### src/rtl/rscq_pkg.sv
// Constants and types of the configuration and query port
package rscq_pkg;
  // ********************
  // Register addresses
  // ********************
  localparam logic [7:0] ADDR_SAVE = 8'h1B;
  localparam logic [7:0] ADDR_SELFCAL = 8'h1C;
  localparam logic [7:0] ADDR_SETUP = 8'h1D;
  localparam logic [7:0] ADDR_SFREQ = 8'h1E;
  localparam logic [7:0] ADDR_RFQ = 8'h20;
  localparam logic [7:0] ADDR_TEMPQ = 8'h21;
  localparam logic [7:0] ADDR_STATQ = 8'h22;
  localparam logic [7:0] ADDR_INFOQ = 8'h23;
  localparam logic [7:0] ADDR_LISTQ = 8'h24;
  localparam logic [7:0] ADDR_DACQ = 8'h25;
  localparam logic [7:0] ADDR_DRAIN = 8'h26;
  localparam logic [7:0] ADDR_RSVD = 8'h27;
  localparam logic [7:0] ADDR_SENSQ = 8'h28;
  // ********************
  // Fields and resets
  // ********************
  localparam int SEL_BIT = 0;
  localparam int SETUP_EN_BIT = 0;
  localparam int SETUP_MODE_BIT = 1;
  localparam int SETUP_AVG_LSB = 8;
  localparam int SETUP_AVG_MSB = 23;
  localparam int RF_CODE_MSB = 3;
  localparam int LIST_ADDR_MSB = 11;
  localparam int RESP_BYTES = 8;
  localparam logic [23:0] SETUP_RST = 24'h000000;
  localparam logic [55:0] SFREQ_RST = 56'h00000000000000;
  // ********************
  // Parameter codes
  // ********************
  localparam logic [3:0] RF_CUR = 4'h0;
  localparam logic [3:0] RF_START = 4'h1;
  localparam logic [3:0] RF_STOP = 4'h2;
  localparam logic [3:0] RF_STEP = 4'h3;
  localparam logic [3:0] RF_DWELL = 4'h4;
  localparam logic [3:0] RF_CYCLES = 4'h5;
  localparam logic [3:0] RF_PTS = 4'h6;
  localparam logic [3:0] RF_PHASE = 4'h7;
  localparam logic [3:0] RF_LEVEL = 4'h8;
  localparam logic [3:0] RF_SFREQ = 4'h9;
  localparam logic [3:0] RF_ADC = 4'hA;
  // ********************
  // Saved configuration store
  // ********************
  localparam int NVM_AW = 2;
  localparam int NVM_DW = 32;
  localparam logic [1:0] NVM_LAST = 2'h2;
  localparam logic [1:0] LOAD_LAST = 2'h3;

  typedef enum logic [2:0] {
    ST_IDLE = 3'b000,
    ST_DATA = 3'b001,
    ST_SKIP = 3'b010,
    ST_LIST = 3'b011,
    ST_SAVE = 3'b100,
    ST_LOAD = 3'b101
  } rscq_state_type;

  // Data bytes that follow each address byte
  function automatic logic [2:0] len_of(input logic [7:0] a);
    unique case (a)
      ADDR_SETUP, ADDR_LISTQ: len_of = 3'd3;
      ADDR_SFREQ: len_of = 3'd7;
      ADDR_SAVE, ADDR_SELFCAL, ADDR_RFQ, ADDR_TEMPQ, ADDR_STATQ,
      ADDR_INFOQ, ADDR_DACQ, ADDR_DRAIN, ADDR_SENSQ: len_of = 3'd1;
      default: len_of = 3'd0;
    endcase
  endfunction
endpackage

### src/rtl/rscq_port.sv
// Command port: configuration writes, save and restore, query answers
module rscq_port
  import rscq_pkg::*;
(
  input wire logic i_clk,
  input wire logic i_rst,
  input wire logic i_frame,
  input wire logic i_rx_valid,
  input wire logic [7:0] i_rx_byte,
  output logic o_rx_ready,
  input wire logic i_spi_sel,
  input wire logic i_rd_req,
  output logic o_rd_valid,
  output logic [7:0] o_rd_byte,
  input wire logic [55:0] i_cur_freq,
  input wire logic [55:0] i_sweep_start,
  input wire logic [55:0] i_sweep_stop,
  input wire logic [55:0] i_sweep_step,
  input wire logic [31:0] i_dwell,
  input wire logic [31:0] i_cycles,
  input wire logic [31:0] i_list_pts,
  input wire logic [31:0] i_phase_float,
  input wire logic [31:0] i_level_float,
  input wire logic [15:0] i_sensor_adc,
  input wire logic [31:0] i_temp_float,
  input wire logic [31:0] i_status,
  input wire logic [63:0] i_info,
  input wire logic [63:0] i_list_entry,
  input wire logic [15:0] i_dac_coarse,
  input wire logic [15:0] i_dac_fine,
  input wire logic [31:0] i_sensor_reading,
  output logic [11:0] o_list_addr,
  output logic o_cal_start,
  output logic o_cal_fine,
  output logic o_sensor_enable,
  output logic o_sensor_envelope,
  output logic [15:0] o_sensor_averages,
  output logic [55:0] o_sensor_freq,
  output logic o_busy
);
  import rscq_pkg::*;

  // ********************
  // State
  // ********************
  rscq_state_type st_q, st_d;
  logic [7:0] addr_q;
  logic [2:0] cnt_q;
  logic [55:0] data_q;
  logic [1:0] nvm_cnt_q;
  logic [23:0] setup_q;
  logic [55:0] sfreq_q;
  logic [63:0] stage_q;
  logic stage_full_q;
  logic [63:0] rdbuf_q;
  logic [7:0] rd_byte_q;
  logic rd_valid_q;
  logic cal_start_q;
  logic cal_fine_q;
  logic [11:0] list_addr_q;
  logic [NVM_DW-1:0] nvm_rdata;

  // ********************
  // Byte parser decode
  // ********************
  wire busy = (st_q == ST_SAVE) || (st_q == ST_LOAD) || (st_q == ST_LIST);
  wire take = i_frame && i_rx_valid && !busy;
  wire [2:0] len_now = len_of(addr_q);
  wire [55:0] data_nx = {data_q[47:0], i_rx_byte};
  wire fire = take && (st_q == ST_DATA) && (cnt_q == len_now - 3'd1);
  wire do_save = fire && (addr_q == ADDR_SAVE) && (data_nx[7:0] == 8'h00);
  wire do_cal = fire && (addr_q == ADDR_SELFCAL);
  wire do_setup = fire && (addr_q == ADDR_SETUP);
  wire do_sfreq = fire && (addr_q == ADDR_SFREQ);
  wire do_list = fire && (addr_q == ADDR_LISTQ);
  wire do_drain = fire && (addr_q == ADDR_DRAIN) && stage_full_q;
  wire is_query = (addr_q == ADDR_RFQ) || (addr_q == ADDR_TEMPQ) || (addr_q == ADDR_STATQ) ||
                  (addr_q == ADDR_INFOQ) || (addr_q == ADDR_DACQ) || (addr_q == ADDR_SENSQ);
  wire load_imm = fire && is_query;
  wire load_list = (st_q == ST_LIST);
  wire load = load_imm || load_list;

  // ********************
  // Answer selection
  // ********************
  logic [63:0] rf_resp;
  always_comb begin
    unique case (data_nx[RF_CODE_MSB:0])
      RF_CUR: rf_resp = {8'h00, i_cur_freq};
      RF_START: rf_resp = {8'h00, i_sweep_start};
      RF_STOP: rf_resp = {8'h00, i_sweep_stop};
      RF_STEP: rf_resp = {8'h00, i_sweep_step};
      RF_DWELL: rf_resp = {32'h00000000, i_dwell};
      RF_CYCLES: rf_resp = {32'h00000000, i_cycles};
      RF_PTS: rf_resp = {32'h00000000, i_list_pts};
      RF_PHASE: rf_resp = {32'h00000000, i_phase_float};
      RF_LEVEL: rf_resp = {32'h00000000, i_level_float};
      RF_SFREQ: rf_resp = {8'h00, sfreq_q};
      RF_ADC: rf_resp = {48'h000000000000, i_sensor_adc};
      default: rf_resp = 64'h0000000000000000;
    endcase
  end

  logic [63:0] resp;
  always_comb begin
    if (load_list) begin
      resp = i_list_entry;
    end else begin
      unique case (addr_q)
        ADDR_RFQ: resp = rf_resp;
        ADDR_TEMPQ: resp = {32'h00000000, i_temp_float};
        ADDR_STATQ: resp = {32'h00000000, i_status};
        ADDR_INFOQ: resp = i_info;
        ADDR_DACQ: resp = {48'h000000000000, data_nx[SEL_BIT] ? i_dac_fine : i_dac_coarse};
        ADDR_SENSQ: resp = {32'h00000000, i_sensor_reading};
        default: resp = 64'h0000000000000000;
      endcase
    end
  end

  // ********************
  // Sequencer
  // ********************
  always_comb begin
    st_d = st_q;
    unique case (st_q)
      ST_IDLE: if (take) st_d = (len_of(i_rx_byte) == 3'd0) ? ST_SKIP : ST_DATA;
      ST_DATA: begin
        if (!i_frame) st_d = ST_IDLE;
        else if (do_save) st_d = ST_SAVE;
        else if (do_list) st_d = ST_LIST;
        else if (fire) st_d = ST_SKIP;
      end
      ST_SKIP: if (!i_frame) st_d = ST_IDLE;
      ST_LIST: st_d = i_frame ? ST_SKIP : ST_IDLE;
      ST_SAVE: if (nvm_cnt_q == NVM_LAST) st_d = i_frame ? ST_SKIP : ST_IDLE;
      ST_LOAD: if (nvm_cnt_q == LOAD_LAST) st_d = i_frame ? ST_SKIP : ST_IDLE;
      default: st_d = ST_IDLE;
    endcase
  end

  always_ff @(posedge i_clk) begin
    if (i_rst) begin
      st_q <= ST_LOAD;
      nvm_cnt_q <= 2'h0;
    end else begin
      st_q <= st_d;
      nvm_cnt_q <= (st_q == ST_SAVE || st_q == ST_LOAD) ? nvm_cnt_q + 2'h1 : 2'h0;
    end
  end

  always_ff @(posedge i_clk) begin
    if (i_rst) begin
      addr_q <= 8'h00;
      cnt_q <= 3'h0;
      data_q <= 56'h00000000000000;
    end else if (take) begin
      if (st_q == ST_IDLE) begin
        addr_q <= i_rx_byte;
        cnt_q <= 3'h0;
        data_q <= 56'h00000000000000;
      end else if (st_q == ST_DATA) begin
        cnt_q <= cnt_q + 3'h1;
        data_q <= data_nx;
      end
    end
  end

  // ********************
  // Saved configuration
  // ********************
  wire nvm_we = (st_q == ST_SAVE);
  wire [NVM_DW-1:0] nvm_wdata = (nvm_cnt_q == 2'h0) ? {8'h00, setup_q} :
                                (nvm_cnt_q == 2'h1) ? sfreq_q[31:0] : {8'h00, sfreq_q[55:32]};
  wire cap_ok = (st_q == ST_LOAD) && (nvm_cnt_q != 2'h0);
  wire [1:0] cap_idx = nvm_cnt_q - 2'h1;

  rscq_nvm u_nvm (
    .i_clk(i_clk),
    .i_we(nvm_we),
    .i_addr(nvm_cnt_q),
    .i_wdata(nvm_wdata),
    .o_rdata(nvm_rdata)
  );

  always_ff @(posedge i_clk) begin
    if (i_rst) begin
      setup_q <= SETUP_RST;
      sfreq_q <= SFREQ_RST;
    end else if (cap_ok) begin
      if (cap_idx == 2'h0) setup_q <= nvm_rdata[23:0];
      if (cap_idx == 2'h1) sfreq_q[31:0] <= nvm_rdata;
      if (cap_idx == 2'h2) sfreq_q[55:32] <= nvm_rdata[23:0];
    end else begin
      if (do_setup) setup_q <= data_nx[23:0];
      if (do_sfreq) sfreq_q <= data_nx;
    end
  end

  // ********************
  // Calibration and list address
  // ********************
  always_ff @(posedge i_clk) begin
    if (i_rst) begin
      cal_start_q <= 1'b0;
      cal_fine_q <= 1'b0;
      list_addr_q <= 12'h000;
    end else begin
      cal_start_q <= do_cal;
      if (do_cal) cal_fine_q <= data_nx[SEL_BIT];
      if (do_list) list_addr_q <= {data_nx[11:8], data_nx[23:16]};
    end
  end

  // ********************
  // Answer buffers
  // ********************
  always_ff @(posedge i_clk) begin
    if (i_rst) begin
      stage_q <= 64'h0000000000000000;
      stage_full_q <= 1'b0;
    end else if (load && i_spi_sel) begin
      stage_q <= resp;
      stage_full_q <= 1'b1;
    end else if (do_drain) begin
      stage_q <= 64'h0000000000000000;
      stage_full_q <= 1'b0;
    end
  end

  always_ff @(posedge i_clk) begin
    if (i_rst) begin
      rdbuf_q <= 64'h0000000000000000;
      rd_byte_q <= 8'h00;
      rd_valid_q <= 1'b0;
    end else begin
      rd_valid_q <= i_rd_req;
      if (i_rd_req) rd_byte_q <= rdbuf_q[63:56];
      if (load && !i_spi_sel) rdbuf_q <= resp;
      else if (do_drain) rdbuf_q <= stage_q;
      else if (i_rd_req) rdbuf_q <= {rdbuf_q[55:0], 8'h00};
    end
  end

  assign o_rx_ready = !busy;
  assign o_rd_valid = rd_valid_q;
  assign o_rd_byte = rd_byte_q;
  assign o_list_addr = list_addr_q;
  assign o_cal_start = cal_start_q;
  assign o_cal_fine = cal_fine_q;
  assign o_sensor_enable = setup_q[SETUP_EN_BIT];
  assign o_sensor_envelope = setup_q[SETUP_MODE_BIT];
  assign o_sensor_averages = setup_q[SETUP_AVG_MSB:SETUP_AVG_LSB];
  assign o_sensor_freq = sfreq_q;
  assign o_busy = busy;
endmodule

### src/rtl/rscq_nvm.sv
// Nonvolatile store for the saved configuration words
module rscq_nvm
  import rscq_pkg::*;
(
  input wire logic i_clk,
  input wire logic i_we,
  input wire logic [NVM_AW-1:0] i_addr,
  input wire logic [NVM_DW-1:0] i_wdata,
  output logic [NVM_DW-1:0] o_rdata
);
  logic [NVM_DW-1:0] mem [0:(1<<NVM_AW)-1];

  // Blank store reads as zero; contents survive reset
  initial begin
    for (int i = 0; i < (1 << NVM_AW); i++) begin
      mem[i] = '0;
    end
  end

  always_ff @(posedge i_clk) begin
    if (i_we) begin
      mem[i_addr] <= i_wdata;
    end
    o_rdata <= mem[i_addr];
  end
endmodule

### config.mk
export PLATFORM = sky130hd
export DESIGN_NAME = rscq_port
export DESIGN_NICKNAME = d
export VERILOG_FILES = /design/src/rtl/rscq_pkg.sv /design/src/rtl/rscq_port.sv /design/src/rtl/rscq_nvm.sv
export SDC_FILE = /design/constraint.sdc
export NUM_CORES = 1
export LEC_CHECK = 0
export BUFFER_PORTS_ARGS = -buffer_cell sky130_fd_sc_hd__buf_2
export CELL_PAD_IN_SITES_DETAIL_PLACEMENT = 0
export CELL_PAD_IN_SITES_GLOBAL_PLACEMENT = 2
export CORE_ASPECT_RATIO = 0.8
export CORE_UTILIZATION = 27
export CTS_CLUSTER_DIAMETER = 100
export DETAILED_ROUTE_END_ITERATION = 12
export PLACE_DENSITY_LB_ADDON = 0.1
export SETUP_SLACK_MARGIN = 0.15
export SLEW_MARGIN = 20
export SYNTH_ARGS = -nofsm -noshare
export SYNTH_HDL_FRONTEND = slang
export SYNTH_SLANG_ARGS = --single-unit
### constraint.sdc
create_clock -name i_clk -period 3.2 [get_ports i_clk]
set_input_delay 0 -clock i_clk [delete_from_list [all_inputs] [get_ports i_clk]]
set_output_delay 0 -clock i_clk [all_outputs]
set_load 0.1 [all_outputs]
# Word-level counts from Yosys, hierarchy flattened
# Memory sizes are Yosys's and may differ from the RTL's. A register that Yosys moved wholly into a read port is not among the register bits.
# Index checks and enable logic that the tools add are counted.
# W data, S select, Z words.
[word_totals]
inputBits = 670
ram_bits = 128
wordCells = 165
regBits = 296
n_memories = 1
output_inout_bits = 99
[memory_table]
columns = ["name", "words", "width", "rd", "rd_clocked_by_memory_dff", "wr", "line_no", "text"]
rows = [
  ["u_nvm.mem", 4, 32, 1, 1, 1, "rscq_nvm.sv:11", "logic [NVM_DW-1:0] mem [0:(1<<NVM_AW)-1];"],
]
[op_classes]
muxes = 41
addsub = 4
n_eq_ne = 53
reduce_logical = 49
n_bitwise = 1
[ops]
columns = ["op", "count"]
rows = [
  ["$pmux W56 S11", 1],
  ["$mux W64", 6],
  ["$pmux W64 S6", 1],
  ["$eq A8 B6 Y1 const B", 16],
  ["$mux W56", 2],
  ["$mux W24", 4],
  ["$mux W32", 3],
  ["$mux W48", 2],
  ["$eq A8 B5 Y1 const B", 8],
  ["$mux W3", 12],
  ["$pmux W3 S3", 2],
  ["$pmux W3 S6", 1],
  ["$reduce_or A9 Y1", 2],
  ["$eq A4 B3 Y1 const B", 4],
  ["$logic_and A1 B1 Y1", 16],
  ["$mux W16", 1],
  ["$eq A4 B4 Y1 const B", 3],
  ["$ne A2 B1 Y1 const B", 5],
  ["$reduce_and A2 Y1", 5],
  ["$reduce_bool A2 Y1", 5],
  ["$eq A4 B2 Y1 const B", 2],
  ["$logic_not A8 Y1", 1],
  ["$logic_or A1 B1 Y1", 8],
  ["$eq A2 B2 Y1 const B", 3],
  ["22 further kinds", 35],
]

# Logic depth before layout (Yosys ltp)
[depth]
ltp_word = 12
mapped_depth = 13
ltp_nobuf = 8

# Hierarchy
# Synthesis repeated with hierarchy kept, for this count alone.
[hier_totals]
cells_unflattened = 2494
hier_area_um2 = 23583.9
[modules_own_cells]
columns = ["module", "cells_each", "seq_area_each_um2", "area_each_um2", "instances"]
rows = [
  ["rscq_port", 2290, 5925.7, 18250.0, 1],
  ["rscq_nvm", 204, 4484.3, 5333.9, 1],
]

# Least setup slack after synthesis
# OpenSTA, ideal clock, no wires.
[synth_timing]
path_type = "flip-flop to flip-flop"
startpoint = "register nvm_cnt_q[0]"
endpoint = "register sfreq_q[46], in the netlist o_sensor_freq[46]"
setup_time_ns = 0.080
path_buffers = 5
setup_slack_ns = 0.033
synth_period_minus_slack_ns = 3.167
t_arrival_ns = 3.087
t_required_ns = 3.120
stages_incl_launch_ff = 12
cell_sequence = "dfxtp_1 > clkbuf_1 > buf_1 > inv_1 > ha_1 > clkbuf_1 > nor3b_1 > and2_1 > clkbuf_1 > clkbuf_1 > nor3_1 > a211oi_2"
[synth_between]
elab_chain_len = 4
elab_cells_between_ends = 8
classes_between = "1 x add/sub; 2 x eq/ne; 1 x mux; 4 x reduce/logical"
[synth_rtl]
columns = ["element", "line_no", "text"]
rows = [
  ["from (decl)", "rscq_port.sv:50", "logic [1:0] nvm_cnt_q;"],
  ["from (signal assigned)", "rscq_port.sv:148", "nvm_cnt_q <= (st_q == ST_SAVE || st_q == ST_LOAD) ? nvm_cnt_q + 2'h1 : 2'h0;"],
  ["$sub A2 B1 Y2", "rscq_port.sv:176", "wire [1:0] cap_idx = nvm_cnt_q - 2'h1;"],
  ["net cap_idx[0]", "rscq_port.sv:176", ""],
  ["$eq A2 B2 Y1", "rscq_port.sv:193", "if (cap_idx == 2'h2) sfreq_q[55:32] <= nvm_rdata[23:0];"],
  ["$ne A2 B1 Y1 (no line)", "--", ""],
  ["$reduce_and A2 Y1 (no line)", "--", ""],
  ["to (signal assigned)", "rscq_port.sv:193", ""],
  ["to (signal assigned)", "rscq_port.sv:196", "if (do_sfreq) sfreq_q <= data_nx;"],
  ["to (decl)", "rscq_port.sv:52", "logic [55:0] sfreq_q;"],
]
# The timed path passes the listed nets, and every way through them passes these cells.
# A chain may end at the register's enable or synchronous reset.

# Worst setup path after layout
[layout_timing]
startpoint = "register addr_q[7]"
endpoint = "register setup_q[11]"
[layout_between]
elab_chain_len = 9
elab_cells_between_ends = 21
classes_between = "1 x add/sub; 13 x eq/ne; 1 x mux; 6 x reduce/logical"
[layout_rtl]
columns = ["element", "line_no", "text"]
rows = [
  ["from (decl)", "rscq_port.sv:47", "logic [7:0] addr_q;"],
  ["from (signal assigned)", "rscq_port.sv:159", "addr_q <= i_rx_byte;"],
  ["$eq A8 B5 Y1 (tied with other cells)", "rscq_pkg.sv:65", "unique case (a)"],
  ["$reduce_or A9 Y1 / $reduce_or A2 Y1 (equally long branches)", "rscq_pkg.sv:65", ""],
  ["$pmux W3 S3", "rscq_pkg.sv:65", ""],
  ["$sub A3 B1 Y3", "rscq_port.sv:70", "wire fire = take && (st_q == ST_DATA) && (cnt_q == len_now - 3'd1);"],
  ["$eq A3 B3 Y1", "rscq_port.sv:70", ""],
  ["$logic_and A1 B1 Y1", "rscq_port.sv:70", ""],
  ["$logic_and A1 B1 Y1 (*)", "rscq_port.sv:73", "wire do_setup = fire && (addr_q == ADDR_SETUP);"],
  ["$reduce_bool A2 Y1 (no line) (*)", "--", ""],
  ["$reduce_and A2 Y1 (no line) (*)", "--", ""],
  ["to (signal assigned)", "rscq_port.sv:191", "if (cap_idx == 2'h0) setup_q <= nvm_rdata[23:0];"],
  ["to (signal assigned)", "rscq_port.sv:195", "if (do_setup) setup_q <= data_nx[23:0];"],
  ["to (decl)", "rscq_port.sv:51", "logic [23:0] setup_q;"],
]
# Every way passes the cells marked *; elsewhere a longest branch is shown, timed or not.

==> impl_summary.log <==
[metrics] outcome: complete, no violations
[metrics] Power per Cell Area: 619 nW/um^2
[metrics] GP Congestion: 0.942
[metrics] combinational family with the most area after synthesis: compound AO/OA/AOI/OAI gates
[metrics] Num CTS Buffers: 53
[metrics] distinct cell type count of the synthesized netlist: 78
[metrics] met3 Track Usage GR: 5.19%
[metrics] tightest slew margin relative to the limit: 28.7%
[metrics] vias in the first global route: 24054
[metrics] relative area change from synthesis to final layout: 39.5%
[metrics] post-synthesis instance total: 2403
[metrics] async set-or-reset flop fraction in the synthesized netlist: 0%
[metrics] depth of the CTS H-tree: 2
[metrics] CTS sink cnt: 456
[metrics] net total in the final layout: 3944
[metrics] multiplexer fraction of the synthesized cell area: 9.87%
[metrics] Final Max Tran Viols: 0
[metrics] final hold violations: 0
[metrics] via/cell ratio: 5.56
[metrics] primary flip-flop cell chosen by synthesis mapping: dfxtp_1
[metrics] final setup fails: 0
[metrics] Global Route met1 Usage: 41.5%
[metrics] length of the first detailed-routing pass in iterations: 10
[metrics] Startpoint Class: flip-flop
[metrics] endpoint type of the worst setup path: flip-flop
[metrics] Cell Count, Final, Fillers Out: 4450
[metrics] crit path max fanout: 12
[metrics] Synth Area in Compound Gates: 24.6%
[metrics] Core ar.: 85600 um^2
[metrics] worst slew pin tran: 1.07 ns
[metrics] Antenna Nets Post-Route: 0
[metrics] yosys synthesis warning count: 0
[metrics] number of buffers on the longest clock path: 3
[metrics] Final Cycle Share: 93.2%
[metrics] detailed-route via count: 24748
[metrics] synthesis-stage register bit count: 456
[metrics] number of enable-type register cells in the synthesized netlist: 128
[metrics] Max IR drop VDD: 0.495 mV
[metrics] DIE AREA: 87600 um^2
[metrics] highest-count cells in the layout ignoring fill and taps: buf_2 (767), dfxtp_1 (325), a21oi_1 (161), nor2_1 (158), a22oi_1 (156)
[metrics] violation count after the first detailed-routing iteration: 2185
[metrics] sum of routed wire length over all layers: 142000 um
[metrics] Worst Hold Class: in2reg
[metrics] total track usage: 30.7%
[metrics] largest net degree at the start of global routing: 103
[metrics] total DRC errors in the routed layout: 0
[metrics] post-synthesis instance area: 23300 um^2
[metrics] layout cell share with drive strength beyond 1: 36.0%
[metrics] count of port buffers added during placement: 768
[metrics] worst-case hold slack: 0.0105 ns
[metrics] shortest period the worst path allows: 2.98 ns
[metrics] fraction of synthesized cell area in xor and xnor cells: 0.0751%
[metrics] clock skew: 0.0281 ns
[metrics] leakage dissipation: 13.1 nW
[metrics] Reg clk slew, reported paths: 0.06 ns
[metrics] met2 track utilization from global routing: 49.1%
[metrics] Max Cap Violations: 0
[metrics] antenna violations before repair: 30
[metrics] sequential-to-total area share from yosys stat: 44.6%
[metrics] CTS tree: done
[metrics] DP Cell Count: 4213
[metrics] adder and majority gate portion of the synthesized area: 0.268%
[metrics] Worst EP arrival: 3.49 ns
[metrics] unrepaired setup endpoints after global routing: no
[metrics] wire length of the first global-routing pass: 189000 um
[metrics] Post-Syn Area per Cell: 9.71 um^2
[metrics] total global routing overflow: 0
[metrics] Detail Placement HPWL: 107000 um
[metrics] clock root buffer: clkbuf_16
[metrics] highest-utilization routing layer at the global route stage: met2
[metrics] highest clock rate: 0.335 GHz
[metrics] most common library cell in the layout ignoring fill and taps: buf_2
[metrics] die height: 265 um
[metrics] number of standard-cell rows in the floorplan: 96
[metrics] Mapped Nets: 3078
[metrics] DR WL/cell: 31.8 um
[metrics] Die Span X: 331 um
[metrics] starting density of the core: 27.2%
[metrics] clock network latency to the later pin of the worst-skew pair: 0.61 ns
[metrics] Crit path required time: 3.71 ns
[metrics] WS Path Type: reg2reg
[metrics] # IOs: 769
[metrics] area share of and/or/nand/nor cells after synthesis: 15.0%
==> synth_stat cells (13+ instances only) <==
| cell type | number | share of area, % |
|---|---|---|
| inv_1 | 17 | 0.27 |
| a41o_1 | 17 | 0.73 |
| or2_2 | 24 | 0.64 |
| mux2_2 | 40 | 1.9 |
| a221o_1 | 26 | 1.1 |
| a221oi_1 | 30 | 1.1 |
| mux2i_1 | 107 | 4.6 |
| mux4_2 | 34 | 3.3 |
| nor2_1 | 159 | 2.6 |
| a22o_1 | 34 | 1.3 |
| a211oi_1 | 108 | 3.5 |
| buf_4 | 30 | 0.97 |
| edfxtp_1 | 128 | 16 |
| a21oi_1 | 162 | 3.5 |
| nor2b_1 | 37 | 0.99 |
| dfxtp_1 | 328 | 28 |
| nand3_1 | 95 | 2.0 |
| o21bai_1 | 24 | 0.77 |
| o31ai_1 | 14 | 0.45 |
| nand2_1 | 147 | 2.4 |
| buf_2 | 33 | 0.71 |
| nand3b_1 | 13 | 0.42 |
| clkbuf_1 | 174 | 2.8 |
| and2_1 | 41 | 1.1 |
| buf_1 | 16 | 0.26 |
| o32ai_1 | 14 | 0.53 |
| a222oi_1 | 51 | 2.2 |
| nor3_1 | 63 | 1.4 |
| nand4_1 | 24 | 0.64 |
| o21ai_0 | 76 | 1.6 |
| a22oi_1 | 156 | 5.0 |
| and3_1 | 31 | 0.83 |
==> registers in the layout (all words and copies together) (netlist names) <==
signal,flops
stage_full_q,1
o_rd_valid,1
o_sensor_freq,56
stage_q,64
cnt_q,3
o_rd_byte,8
addr_q,8
o_list_addr,12
o_cal_fine,1
nvm_cnt_q,2
rdbuf_q,64
u_nvm.mem,128
o_cal_start,1
data_q,48
st_q,3
setup_q,24
u_nvm.o_rdata,32
==> final cells by class <==
cell class / instances / area, um^2
fill: 8759 / 53100
clock buffer: 78 / 1590
tap: 1127 / 1410
antenna: 10 / 25.0
multi-input combinational: 1665 / 11900
inverter: 17 / 63.8
timing repair buffer: 1076 / 6900
sequential: 456 / 10400
clock inverter: 21 / 262
==> path summary, 6_finish.rpt <==
check | startpoint | endpoint | slack [ns] | depth (start not counted)
min | i_list_entry[1] | rdbuf_q[1] | 0.01 | 5
max | addr_q[7] | setup_q[11] | 0.22 | 10
min reg2reg | stage_q[41] | stage_q[41] | 0.47 | 2
max reg2reg | addr_q[7] | setup_q[11] | 0.22 | 10
==> critical path: stages (launching register included) <==
cell	delay (ns)
dfxtp_1	0.32
or3b_1	0.44
or3_1	0.39
a21oi_2	0.18
xor2_1	0.10
mux2_4	0.37
o41ai_4	0.41
buf_4	0.22
buf_8	0.20
nor2_1	0.06
a211oi_1	0.21
==> cell families after synthesis <==
| kind of cell | after synthesis |
|---|---|
| and+or+nand+nor | 690 |
| muxes | 182 |
| DFF | 456 |
| xor gates and xnor gates | 2 |
| adders and majority gates | 5 |
| buffers and inverters | 282 |
| AOI/OAI and AO/OA | 786 |
==> repair_timing <==
item	CTS	global route
gates cloned	0	2
setup buffers	0	7
hold endpoints to repair	137	0
pin swaps	0	1
gates resized for setup	1	15
hold buffers	119	0
setup endpoints to repair	1	98
==> through the flow <==
step | power, mW | setup WS (ns) | utilization, % | area (um^2) | setup TNS, ns
after CTS | 20.1 | 0.154 | 37.8 | 32400 | 0
after floorplan | 11.2 | 0.209 | - | 23300 | 0
after global routing | 20.8 | 0.138 | 38.0 | 32500 | 0
after global placement | 13.5 | -0.267 | 34.2 | 29300 | -0.286
after detailed placement | 13.5 | 0.0819 | 34.3 | 29300 | 0
final | 20.1 | 0.218 | 38.0 | 32500 | 0
==> power breakdown <==
part	internal, mW	switching (mW)	total [mW]	leakage, nW
registers	6.68	0.575	7.25	3.83
clock network	3.85	2.57	6.42	0.902
logic	1.93	4.53	6.46	8.35
total	12.5	7.67	20.1	13.1
==> per-layer routing <==
layer | part of all wire (%) | wire length (um)
met5 | 0.035 | 49
met4 | 3.7 | 5260
met3 | 7.0 | 9930
met2 | 45 | 64400
met1 | 44 | 62000
Note: power is estimated with default switching activity, not from simulation.
